<file path="src/logic/rxops_cfg.svh">
// Constants for the receiver output port select block.
// Assumes inclusion by both the package users and the top module.
`ifndef RXOPS_CFG_SVH
`define RXOPS_CFG_SVH

// Register indices; byte address is four times the index
`define RXOPS_IDX_PAR_A    6'h1a
`define RXOPS_IDX_LNK_A    6'h1b
`define RXOPS_IDX_PAR_B    6'h1c
`define RXOPS_IDX_LNK_B    6'h1d
`define RXOPS_IDX_CLK      6'h1e
`define RXOPS_IDX_STATUS   6'h1f
`define RXOPS_REG_RESET    8'h00

// Control bit positions
`define RXOPS_BIT_SRC      0
`define RXOPS_BIT_FMT      5
`define RXOPS_BIT_LNK_EN   7
`define RXOPS_BIT_MODE     1
`define RXOPS_BIT_NOGAIN   2
`define RXOPS_DLY_LSB      3
`define RXOPS_DLY_MSB      6
`define RXOPS_BIT_MASTER   0
`define RXOPS_DIV_LSB      1
`define RXOPS_DIV_MSB      2
`define RXOPS_EN_LSB       1
`define RXOPS_AGC_EN_MSB   2
`define RXOPS_CH_EN_MSB    4

// Link start delay floor, in receiver clock cycles
`define RXOPS_DELAY_MIN    4'h6
// Words per link quad-word when gain is included
`define RXOPS_QUAD_WORDS   4'h8
`define RXOPS_IQ_WORDS     4'h2
`define RXOPS_AGC_BASE     3'h4

`endif

</file>
<file path="src/logic/rxops_pkg.sv">
// Types shared by the receiver output port select block.
// Assumes nothing beyond SystemVerilog packed types.
package rxops_pkg;

  // One output word with its side indicators
  typedef struct packed {
    logic [15:0] data;
    logic        iq;
    logic [1:0]  chan;
  } rxops_word_t;

  // Per-path emission sequencer
  typedef enum logic [1:0] {
    ST_IDLE,
    ST_WAIT,
    ST_SEND
  } rxops_state_t;

endpackage

</file>
<file path="src/logic/rxops_buf.sv">
// Two-entry buffer with valid and ready on both sides.
// Assumes a single clock and that the filler honours in_ready.
`timescale 1ns/1ps
module rxops_buf #(
  parameter int W     = 19,
  parameter int DEPTH = 2
) (
  input  wire logic         pclk,
  input  wire logic         presetn,
  input  wire logic [W-1:0] in_data,
  input  wire logic         in_valid,
  output logic              in_ready,
  output logic [W-1:0]      out_data,
  output logic              out_valid,
  input  wire logic         out_ready
);
  if (DEPTH != 2) begin : g_depth_check
    $error("rxops_buf serves only two entries");
  end

  logic [W-1:0] mem [DEPTH];
  logic         wp;
  logic         rp;
  logic [1:0]   cnt;

  // Full and empty straight from the occupancy count
  wire push = in_valid & in_ready;
  wire pop  = out_valid & out_ready;
  assign in_ready  = (cnt != 2'h2);
  assign out_valid = (cnt != 2'h0);
  assign out_data  = mem[rp];

  // Pointers and count
  always_ff @(posedge pclk or negedge presetn) begin
    if (!presetn) begin
      wp  <= 1'b0;
      rp  <= 1'b0;
      cnt <= 2'h0;
    end else begin
      wp  <= wp ^ push;
      rp  <= rp ^ pop;
      cnt <= cnt + {1'b0, push} - {1'b0, pop};
    end
  end

  // Storage carries no reset; only valid entries are read
  always_ff @(posedge pclk) begin
    if (push) begin
      mem[wp] <= in_data;
    end
  end
endmodule

</file>
<file path="src/logic/rxops_clkdiv.sv">
// Port clock generator: divides the master clock by one to four.
// Assumes the divide code only changes while the port is idle.
`timescale 1ns/1ps
module rxops_clkdiv (
  input  wire logic       pclk,
  input  wire logic       presetn,
  input  wire logic [1:0] div_code,
  input  wire logic       master,
  output logic            port_clk_o,
  output logic            port_clk_oe_n
);
  logic [1:0] phase;
  logic       hi;

  // Phase counter runs 0..div_code, high for the first half
  always_ff @(posedge pclk or negedge presetn) begin
    if (!presetn) begin
      phase <= 2'h0;
      hi    <= 1'b0;
    end else begin
      phase <= (phase >= div_code) ? 2'h0 : phase + 2'h1;
      // Widened so the half-period compare cannot wrap at divide by three or four
      hi    <= (phase >= div_code) ||
               (({1'b0, phase} + 3'h1) < (({1'b0, div_code} + 3'h2) >> 1));
    end
  end

  // Divide by one passes the clock itself; no flop can run that fast
  assign port_clk_o    = (div_code == 2'h0) ? pclk : hi;
  assign port_clk_oe_n = ~master;

  chk_div_phase: assert property (@(posedge pclk) disable iff (!presetn)
    ##1 (phase <= $past(div_code)) || $changed(div_code))
    else $error("port clock phase ran past the divide code");
  chk_clk_drive: assert property (@(posedge pclk) disable iff (!presetn)
    port_clk_oe_n == !master)
    else $error("port clock driven without master mode");
endmodule

</file>
<file path="src/logic/rxops_top.sv">
// Output path A and B routing: source select, format and link framing.
// Assumes channel and AGC triggers are one-cycle pulses with data valid.
`timescale 1ns/1ps
`include "rxops_cfg.svh"

module rxops_top
  import rxops_pkg::*;
#(
  parameter int DATA_W = 16
) (
  input  wire logic                    pclk,
  input  wire logic                    presetn,
  input  wire logic                    psel,
  input  wire logic                    penable,
  input  wire logic                    pwrite,
  input  wire logic [7:0]              paddr,
  input  wire logic [31:0]             pwdata,
  output logic [31:0]                  prdata,
  output logic                         pready,
  output logic                         pslverr,
  input  wire logic [3:0]              ch_trig,
  input  wire logic [4*DATA_W-1:0]     ch_i,
  input  wire logic [4*DATA_W-1:0]     ch_q,
  input  wire logic [1:0]              agc_trig,
  input  wire logic [2*DATA_W-1:0]     agc_i,
  input  wire logic [2*DATA_W-1:0]     agc_q,
  input  wire logic [2*DATA_W-1:0]     agc_gain,
  output rxops_pkg::rxops_word_t [1:0] par_word,
  output logic [1:0]                   par_valid,
  input  wire logic [1:0]              par_ready,
  output logic [15:0]                  lnk_byte,
  output logic [1:0]                   lnk_valid,
  input  wire logic [1:0]              lnk_ready,
  input  wire logic                    port_clk_i,
  output logic                         port_clk_o,
  output logic                         port_clk_oe_n
);
  import rxops_pkg::*;

  // Byte lanes and packed format assume 16-bit samples
  if (DATA_W != 16) begin : g_width_check
    $error("rxops_top serves 16-bit samples only");
  end

  // Control registers, one parallel and one link per path
  logic [7:0] par_ctl [2];
  logic [7:0] lnk_ctl [2];
  logic [7:0] clk_ctl;

  // Source latches: channels 0..3, then AGC A and B
  logic [15:0] src_i [6];
  logic [15:0] src_q [6];
  logic [15:0] src_g [2];
  wire  [5:0]  trig = {agc_trig, ch_trig};

  // Per-path state seen by the status register
  rxops_state_t st   [2];
  logic [5:0]   pend [2];
  logic [1:0]   obusy;

  // APB decode; zero wait states, unmapped index answers an error
  wire [5:0] idx    = paddr[7:2];
  wire       acc    = psel & penable;
  wire       hit    = (idx >= `RXOPS_IDX_PAR_A) && (idx <= `RXOPS_IDX_STATUS);
  wire       wr     = acc & pwrite & hit;
  assign pready  = 1'b1;
  assign pslverr = acc & ~hit;

  // Read mux; status shows sequencer activity and the sampled port clock
  wire [7:0] status = {port_clk_i, obusy, 1'b0, st[1] != ST_IDLE, st[0] != ST_IDLE,
                       |pend[1], |pend[0]};
  always_comb begin
    prdata = 32'h0000_0000;
    case (idx)
      `RXOPS_IDX_PAR_A:  prdata[7:0] = par_ctl[0];
      `RXOPS_IDX_LNK_A:  prdata[7:0] = lnk_ctl[0];
      `RXOPS_IDX_PAR_B:  prdata[7:0] = par_ctl[1];
      `RXOPS_IDX_LNK_B:  prdata[7:0] = lnk_ctl[1];
      `RXOPS_IDX_CLK:    prdata[7:0] = clk_ctl;
      `RXOPS_IDX_STATUS: prdata[7:0] = status;
      default:           prdata = 32'h0000_0000;
    endcase
  end

  // Register writes take effect on the access edge only
  always_ff @(posedge pclk or negedge presetn) begin
    if (!presetn) begin
      par_ctl[0] <= `RXOPS_REG_RESET;
      lnk_ctl[0] <= `RXOPS_REG_RESET;
      par_ctl[1] <= `RXOPS_REG_RESET;
      lnk_ctl[1] <= `RXOPS_REG_RESET;
      clk_ctl    <= `RXOPS_REG_RESET;
    end else if (wr) begin
      case (idx)
        `RXOPS_IDX_PAR_A: par_ctl[0] <= pwdata[7:0];
        `RXOPS_IDX_LNK_A: lnk_ctl[0] <= pwdata[7:0];
        `RXOPS_IDX_PAR_B: par_ctl[1] <= pwdata[7:0];
        `RXOPS_IDX_LNK_B: lnk_ctl[1] <= pwdata[7:0];
        `RXOPS_IDX_CLK:   clk_ctl    <= pwdata[7:0];
        default:          clk_ctl    <= clk_ctl;
      endcase
    end
  end

  // Latch each source on its trigger; a source retriggered before
  // its word is taken overwrites the older sample
  always_ff @(posedge pclk) begin
    for (int s = 0; s < 4; s++) begin
      if (ch_trig[s]) begin
        src_i[s] <= ch_i[s*DATA_W +: DATA_W];
        src_q[s] <= ch_q[s*DATA_W +: DATA_W];
      end
    end
    for (int a = 0; a < 2; a++) begin
      if (agc_trig[a]) begin
        src_i[4+a] <= agc_i[a*DATA_W +: DATA_W];
        src_q[4+a] <= agc_q[a*DATA_W +: DATA_W];
        src_g[a]   <= agc_gain[a*DATA_W +: DATA_W];
      end
    end
  end

  // Port clock source and divider
  rxops_clkdiv u_clkdiv (
    .pclk          (pclk),
    .presetn       (presetn),
    .div_code      (clk_ctl[`RXOPS_DIV_MSB:`RXOPS_DIV_LSB]),
    .master        (clk_ctl[`RXOPS_BIT_MASTER]),
    .port_clk_o    (port_clk_o),
    .port_clk_oe_n (port_clk_oe_n)
  );

  genvar p;
  generate
    for (p = 0; p < 2; p++) begin : g_path
      logic [1:0]  rr;
      logic [2:0]  sel;
      logic [3:0]  cnt;
      logic [3:0]  wcnt;
      logic [3:0]  nwords;
      logic        narrow;
      logic [15:0] hi_i;
      logic [15:0] hi_q;
      logic [15:0] hi_g;
      rxops_word_t ow;
      logic        ov;
      logic        bph;

      // Mode decode from the live control bits
      wire       link   = lnk_ctl[p][`RXOPS_BIT_LNK_EN];
      wire [7:0] pc     = par_ctl[p];
      wire [7:0] lc     = lnk_ctl[p];
      wire       l_agc  = lc[`RXOPS_BIT_SRC];
      wire       l_mode = lc[`RXOPS_BIT_MODE];
      // Enable fields start at bit 1: two AGC bits or four channel bits
      wire [5:0] p_mask = pc[`RXOPS_BIT_SRC]
                        ? {pc[`RXOPS_AGC_EN_MSB:`RXOPS_EN_LSB], 4'h0}
                        : {2'b00, pc[`RXOPS_CH_EN_MSB:`RXOPS_EN_LSB]};
      // Link serves one expected source at a time, in fixed rotation or the path's own AGC
      wire [2:0] l_tgt  = !l_agc ? {1'b0, rr}
                        : l_mode ? (`RXOPS_AGC_BASE + 3'(p))
                                 : (`RXOPS_AGC_BASE + {2'b00, rr[0]});
      wire [5:0] mask   = link ? (6'h01 << l_tgt) : p_mask;
      wire [5:0] ready  = pend[p] & mask;
      // Lowest index wins when triggers coincide
      wire [2:0] pick   = ready[0] ? 3'h0 : ready[1] ? 3'h1 : ready[2] ? 3'h2 :
                          ready[3] ? 3'h3 : ready[4] ? 3'h4 : 3'h5;
      wire       take   = (st[p] == ST_IDLE) && (ready != 6'h00);
      // Gain words only with AGC data on the link; bit 2 ignored otherwise
      wire       gain   = link & l_agc & ~lc[`RXOPS_BIT_NOGAIN];
      wire [3:0] dly    = lc[`RXOPS_DLY_MSB:`RXOPS_DLY_LSB];
      // Delays below the receiver's floor are raised to it
      wire [3:0] dly_ld = (dly < `RXOPS_DELAY_MIN) ? `RXOPS_DELAY_MIN : dly;
      wire       last_w = (wcnt == nwords - 4'h1);

      // Word being offered to the buffer
      rxops_word_t nw;
      always_comb begin
        nw.chan = sel[1:0];
        nw.iq   = narrow | (wcnt == 4'h0);
        case (wcnt)
          4'h0:    nw.data = narrow ? {hi_i[15:8], hi_q[15:8]} : hi_i;
          4'h1:    nw.data = hi_q;
          4'h2:    nw.data = hi_g;
          default: nw.data = 16'h0000;
        endcase
      end

      wire         push = (st[p] == ST_SEND);
      wire         in_rdy;
      rxops_word_t bw;
      wire         bv;
      wire         pop_ok = ~ov | (link ? (bph & lnk_ready[p]) : par_ready[p]);

      // Two-entry buffer absorbs a receiver stall
      rxops_buf #(
        .W     ($bits(rxops_word_t)),
        .DEPTH (2)
      ) u_buf (
        .pclk      (pclk),
        .presetn   (presetn),
        .in_data   (nw),
        .in_valid  (push),
        .in_ready  (in_rdy),
        .out_data  (bw),
        .out_valid (bv),
        .out_ready (pop_ok)
      );

      // Pending flags: a trigger wins over the clear in the same cycle
      always_ff @(posedge pclk or negedge presetn) begin
        if (!presetn) begin
          pend[p] <= 6'h00;
        end else begin
          pend[p] <= (pend[p] & ~(take ? (6'h01 << pick) : 6'h00)) | trig;
        end
      end

      // Sequencer: take a source, wait out the link delay, emit its words
      always_ff @(posedge pclk or negedge presetn) begin
        if (!presetn) begin
          st[p]  <= ST_IDLE;
          rr     <= 2'h0;
          sel    <= 3'h0;
          cnt    <= 4'h0;
          wcnt   <= 4'h0;
          nwords <= `RXOPS_IQ_WORDS;
          narrow <= 1'b0;
        end else begin
          case (st[p])
            ST_IDLE: begin
              if (take) begin
                sel    <= pick;
                narrow <= ~link & pc[`RXOPS_BIT_FMT];
                nwords <= (~link & pc[`RXOPS_BIT_FMT]) ? 4'h1
                        : gain ? `RXOPS_QUAD_WORDS : `RXOPS_IQ_WORDS;
                cnt    <= dly_ld - 4'h1;
                wcnt   <= 4'h0;
                st[p]  <= link ? ST_WAIT : ST_SEND;
              end
            end
            ST_WAIT: begin
              cnt <= cnt - 4'h1;
              if (cnt == 4'h0) begin
                st[p] <= ST_SEND;
              end
            end
            ST_SEND: begin
              if (in_rdy) begin
                wcnt <= wcnt + 4'h1;
                if (last_w) begin
                  st[p] <= ST_IDLE;
                  // Rotation wraps at two or four sources
                  rr <= (!l_agc && l_mode) ? rr + 2'h1 : {1'b0, ~rr[0]};
                end
              end
            end
            default: st[p] <= ST_IDLE;
          endcase
        end
      end

      // Snapshot of the chosen source, taken with it
      always_ff @(posedge pclk) begin
        if (take) begin
          hi_i <= src_i[pick];
          hi_q <= src_q[pick];
          hi_g <= pick[0] ? src_g[1] : src_g[0];
        end
      end

      // Output word stage; link sends low byte first, then high
      always_ff @(posedge pclk or negedge presetn) begin
        if (!presetn) begin
          ov  <= 1'b0;
          ow  <= '0;
          bph <= 1'b0;
        end else begin
          if (link && ov && lnk_ready[p]) begin
            bph <= ~bph;
          end
          if (pop_ok) begin
            ov <= bv;
            ow <= bw;
          end
        end
      end

      // Only the enabled interface sees the stream
      assign par_word[p]             = ow;
      assign par_valid[p]            = ov & ~link;
      assign lnk_valid[p]            = ov & link;
      assign lnk_byte[p*8 +: 8]      = bph ? ow.data[15:8] : ow.data[7:0];
      assign obusy[p]                = ov;

      chk_port_excl: assert property (@(posedge pclk) disable iff (!presetn)
        !(par_valid[p] && lnk_valid[p]))
        else $error("parallel and link ports both active");
      chk_par_enable: assert property (@(posedge pclk) disable iff (!presetn)
        (take && !link && pc[0]) |-> pick >= 3'h4 && pc[pick - 3'h3])
        else $error("AGC word taken without its enable bit");
      chk_chan_enable: assert property (@(posedge pclk) disable iff (!presetn)
        (take && !link && !pc[0]) |-> pick < 3'h4 && pc[pick + 3'h1])
        else $error("channel word taken without its enable bit");
      chk_trig_kept: assert property (@(posedge pclk) disable iff (!presetn)
        trig[0] |=> pend[p][0])
        else $error("trigger lost on its clear cycle");
      chk_narrow_iq: assert property (@(posedge pclk) disable iff (!presetn)
        (push && narrow) |-> nw.iq && last_w)
        else $error("packed word without IQ high or single word");
      chk_link_order: assert property (@(posedge pclk) disable iff (!presetn)
        (take && link && !l_agc) |-> pick == {1'b0, rr} && (l_mode || rr < 2'h2))
        else $error("link channel out of rotation");
      chk_start_delay: assert property (@(posedge pclk) disable iff (!presetn)
        (take && link) |=> (st[p] == ST_WAIT) [*6])
        else $error("link word launched before the delay floor");
      chk_gain_pad: assert property (@(posedge pclk) disable iff (!presetn)
        (push && wcnt > 4'h2) |-> nw.data == 16'h0000 && nwords == `RXOPS_QUAD_WORDS)
        else $error("quad-word padding not zero");
      chk_wait_hold: assert property (@(posedge pclk) disable iff (!presetn)
        (st[p] == ST_WAIT && cnt != 4'h0) |=> st[p] == ST_WAIT)
        else $error("link word launched before its delay count expired");
    end
  endgenerate
endmodule

</file>
<file path="config.mk">
export PLATFORM = sky130hd
export DESIGN_NAME = rxops_top
export DESIGN_NICKNAME = d
export VERILOG_FILES = /design/src/logic/rxops_pkg.sv /design/src/logic/rxops_buf.sv /design/src/logic/rxops_clkdiv.sv /design/src/logic/rxops_top.sv
export VERILOG_INCLUDE_DIRS = /design/src /design/src/logic
export SDC_FILE = /design/constraint.sdc
export NUM_CORES = 1
export LEC_CHECK = 0
export BUFFER_PORTS_ARGS = -buffer_cell sky130_fd_sc_hd__buf_2
export CAP_MARGIN = 20
export CORE_MARGIN = 4
export CORE_UTILIZATION = 31
export DETAILED_ROUTE_END_ITERATION = 10
export MAX_ROUTING_LAYER = met4
export PLACE_DENSITY = 0.6
export SLEW_MARGIN = 20
export SYNTH_ARGS = -nofsm -noshare
export SYNTH_HDL_FRONTEND = slang
export SYNTH_HIERARCHICAL = 1
export SYNTH_SLANG_ARGS = --single-unit
export TNS_END_PERCENT = 50
</file>
<file path="constraint.sdc">
create_clock -name pclk -period 2.6 [get_ports pclk]
set_input_delay 0.26 -clock pclk [delete_from_list [all_inputs] [get_ports pclk]]
set_output_delay 0.26 -clock pclk [all_outputs]
set_load 0.05 [all_outputs]
</file>
# Word-level counts from Yosys, hierarchy flattened
# Memories as Yosys holds them, arrays and structs flattened. A register that Yosys moved wholly into a read port is not among the register bits.
# Index checks and enable logic that the tools add are counted.
# word_totals
latch_bits	0
out_inout_bits	94
inputBits	280
n_memories	5
ramBits	300
register_bits	137
mem_bits_ro	0
word_cells	270
# classes
n_shift	4
n_mux	79
order_cmp	6
n_eq_ne	26
n_reduce_logical	48
mul	0
n_addsub	19
div_mod_pow	0
bitwise	48
# memory_table
memory	depth	width	rd	rd_clocked_by_memory_dff	wr	line_no	source
src_i	6	16	2	2	6	rxops_top.sv:51	logic [15:0] src_i [6];
src_q	6	16	2	2	6	rxops_top.sv:52	logic [15:0] src_q [6];
g_path[0].u_buf.mem	2	19	1	1	1	rxops_buf.sv:21	logic [W-1:0] mem [DEPTH];
g_path[1].u_buf.mem	2	19	1	1	1	rxops_buf.sv:21	
src_g	2	16	2	0	2	rxops_top.sv:53	logic [15:0] src_g [2];
# ops
operator	count
$pmux W16 S3	2
$mux W4	12
$pmux W8 S6	1
$eq A6 B5 Y1 const B	6
$mux W3	12
$mux W6	6
$mux W16	2
$mux W8	4
$pmux W4 S2	4
$mux W2	13
$and A6 B6 Y6	4
$shl A1 B3 Y6 const A	4
$sub A4 B1 Y4 const B	6
$mux W1	21
$and A1 B1 Y1	20
$ne A2 B2 Y1 const B	10
$reduce_and A2 Y1	9
$logic_not A4 Y1	4
$reduce_bool A2 Y1	8
$not A1 Y1	12
$not A6 Y6	2
$or A6 B6 Y6	2
$pmux W2 S3	2
$reduce_and A3 Y1	4
other kinds (26)	60

# Longest topological paths before layout
# logic_depth
depth_word	16
mapped_depth	11
depth_no_buf	8

# By module
# Netlist, hierarchy kept.
# modules_own_cells
module	cells_per_inst	area_each_um2	seq_area_each_um2	instances
rxops_top	1636	20873.8	12814.8	1
rxops_buf	82	1594.0	1241.2	2
rxops_clkdiv	19	210.2	75.1	1

==> impl_results.md <==
* Main flop type after synthesis: edfxtp_1
* Tightest Pin Transition at roughly 0.83 ns
* Area growth syn-to-layout at 32.6%
* Final ANT Viol Nets at 0
* YS warnings at 6
* Gp weighted congestion at 0.916
* Most common cell after layout, fill and taps aside: edfxtp_1
* Die height at between 200 and 300 um
* DP Worst Slack at -0.0898 ns
* Leakage power at between 10 and 15 nW
* Distinct cells, synth at between 80 and 90
* Worst path required time at around 2.3 ns
* Share of cells above drive strength 1 at 0.304
* Power per Cell Area at approximately 850 nW/um^2
* Vias at ~18000
* Largest net degree at the start of global routing at 65
* # DRC at 0
* Fmax at ~390 MHz
* Setup_tns at 0 ns
* Outcome: complete, no violations
* Util after Layout at 0.416
* I/O Buffers at 322
* Pre-Repair DR Iteration Count at 6
* Die area at just over 80000 sq um
* Setup ws final at 0.00403 ns
* Slew Viols, Final at 0
* Post-synthesis sequential area ratio at 0.633
* Starting Density at 0.313
* Core area at 77500 sq um
* Max cap viols at 0
* Slew HR at 0.448
* Rows at between 100 and 150
* Global-route wire length before repair at between 100000 and 150000 um
* I/O pin count at ~370
* Post-synth EDFFs at 396
* CTS tree: yes
* Asr flop ratio synth at 0.260
* Final setup fails at 0
* Drt total wl at between 80000 and 90000 um
* Reg clk slew, reported paths at 0.07 ns
* Gr usage total at 0.199
* RSZ-0062 raised after global routing: true
* Most frequent cells in the layout: edfxtp_1, buf_2, dlygate4sd3_1
* Total grt overflow at 0
* Nets at between 2000 and 3000
* Post-route cell area at around 32000 sq um
* CP endpoint kind: output port
* Period utilisation layout at 0.998
* Initial antenna violation count at 2
* Clk_skew at 0.0647 ns
* Starting DRT DRC Count at 1974
* Detail Placement HPWL at ~59000 um
* Synthesized area at between 20000 and 25000 sq um
* Number of global-route vias before repair at roughly 19000
* Placed Area at approximately 28000 sq um
* Register bit total from synthesis at 535
* Worst-Skew Late Latency at just under 0.8 ns
* Routed length per instance at ~23 um
* Mapped Cells at roughly 1800
* Final min period at approximately 2.6 ns
* Vias/cell at 5.19
* Final hold violations at 0
* Setup crit start kind: flip-flop
* Peak supply drop at around 0.51 mV
* Crit path DAT at approximately 2.3 ns
* HP Class: in2reg
* Critical path fanouts, max at 3
* CP Class: reg2out
* Die W at 288 um
* Mapped Avg Cell Area at 13.3 sq um
==> final timing paths <==
path	endpoint	depth (start not counted)	start	slack [ns]
min in group asynchronous	pend[10]	2	presetn	0.09
worst max-delay path	prdata[1]	5	pend[3]	0.004
worst min register to register	g_path[0].nwords[3]	2	g_path[0].nwords[3]	0.50
max in group asynchronous	g_path[0].nwords[1]	3	presetn	1.71
worst min-delay path	src_i[1][4]	1	ch_trig[1]	0.06
worst max register to register	g_path[0].hi_i[9]	8	g_path[0].pc[3]	0.12
==> synthesized netlist by cell type (19+ instances only) <==
cell type / n / area, sq um
o22ai_1: 19 / 119
a21oi_1: 53 / 265
buf_2: 40 / 200
nand3_1: 33 / 165
inv_1: 45 / 169
nand2_1: 201 / 754
a22oi_1: 33 / 248
nor2_1: 37 / 139
clkbuf_1: 58 / 218
buf_4: 28 / 210
o21ai_0: 60 / 300
edfxtp_1: 396 / 11900
a21o_1: 48 / 360
mux2_2: 162 / 1820
a32oi_1: 52 / 455
dfrtp_1: 137 / 3430
nand2b_1: 50 / 313
ha_1: 19 / 238
mux2i_1: 67 / 671
==> critical path, stage by stage (launching register included) <==
cell	delay (ns)
dfrtp_1	0.42
or4_4	0.54
nor3_4	0.18
o22a_1	0.18
o211ai_1	0.10
buf_4	0.21
==> stage by stage <==
step	hold WS [ns]	total power [W]	instances
floorplan	-0.0356	0.0164	1842
global placement	0.298	0.0187	3177
detailed placement	0.295	0.0189	3177
CTS	0.0151	0.0275	3524
global route	0.0327	0.0285	3531
finish	0.0580	0.0273	3531
==> where the power goes <==
part	internal, W	leakage (nW)	switching [W]	total, W
sequential	0.0108	5.49	0.00109	0.0119
clock	0.00470	0.938	0.00365	0.00835
combinational	0.00255	6.32	0.00444	0.00699
==> logic make-up after synthesis <==
family	Yosys count	synth area share
DFF	535	0.633
and+or+nand+nor	441	0.0914
AOI/OAI and AO/OA	389	0.117
muxes	234	0.106
buffers and inverters	179	0.0350
adders and majority gates	20	0.0106
xor gates and xnor gates	19	0.00686
other	2	0.000309
==> repair_timing <==
item | CTS | global route
hold endpoints to repair | 360 | 0
pin swaps | 0 | 4
resized for setup | 11 | 17
setup buffers | 1 | 5
hold buffers | 237 | 0
cloned | 0 | 1
endpoints found under the setup margin | 6 | 62
==> flip-flops by register name, summed over array words and instances (netlist names), 6 cells and up <==
register          count
g_path.hi_i          32
g_path.hi_g          32
clk_ctl               8
g_path.wcnt           8
src_g                32
src_q                96
g_path.hi_q          32
src_i                96
g_path.lc            16
g_path.cnt            8
par_word             38
pend                 12
g_path.pc            16
g_path.nwords         6
g_path.u_buf/mem     76
==> routing by layer <==
layer / part of all wire / up-vias / wire length [um] / track usage
met5: 0 / - / 0 / -
met4: 0.025 / 0 / 2100 / 0.0472
met3: 0.075 / 135 / 6170 / 0.0279
met2: 0.47 / 1002 / 39100 / 0.320
met1: 0.43 / 9068 / 35400 / 0.269
li1: - / 8113 / - / -
==> area by class of cell <==
cell class,instances,area [sq um]
antenna,1,2.50
sequential,535,15400
fill,7093,45300
inverter,46,173
clock inverter,34,350
multi-input combinational,1128,8270
clock buffer,76,1590
tap,1040,1300
timing repair buffer,671,5120
(Power assumes the default switching activity.)
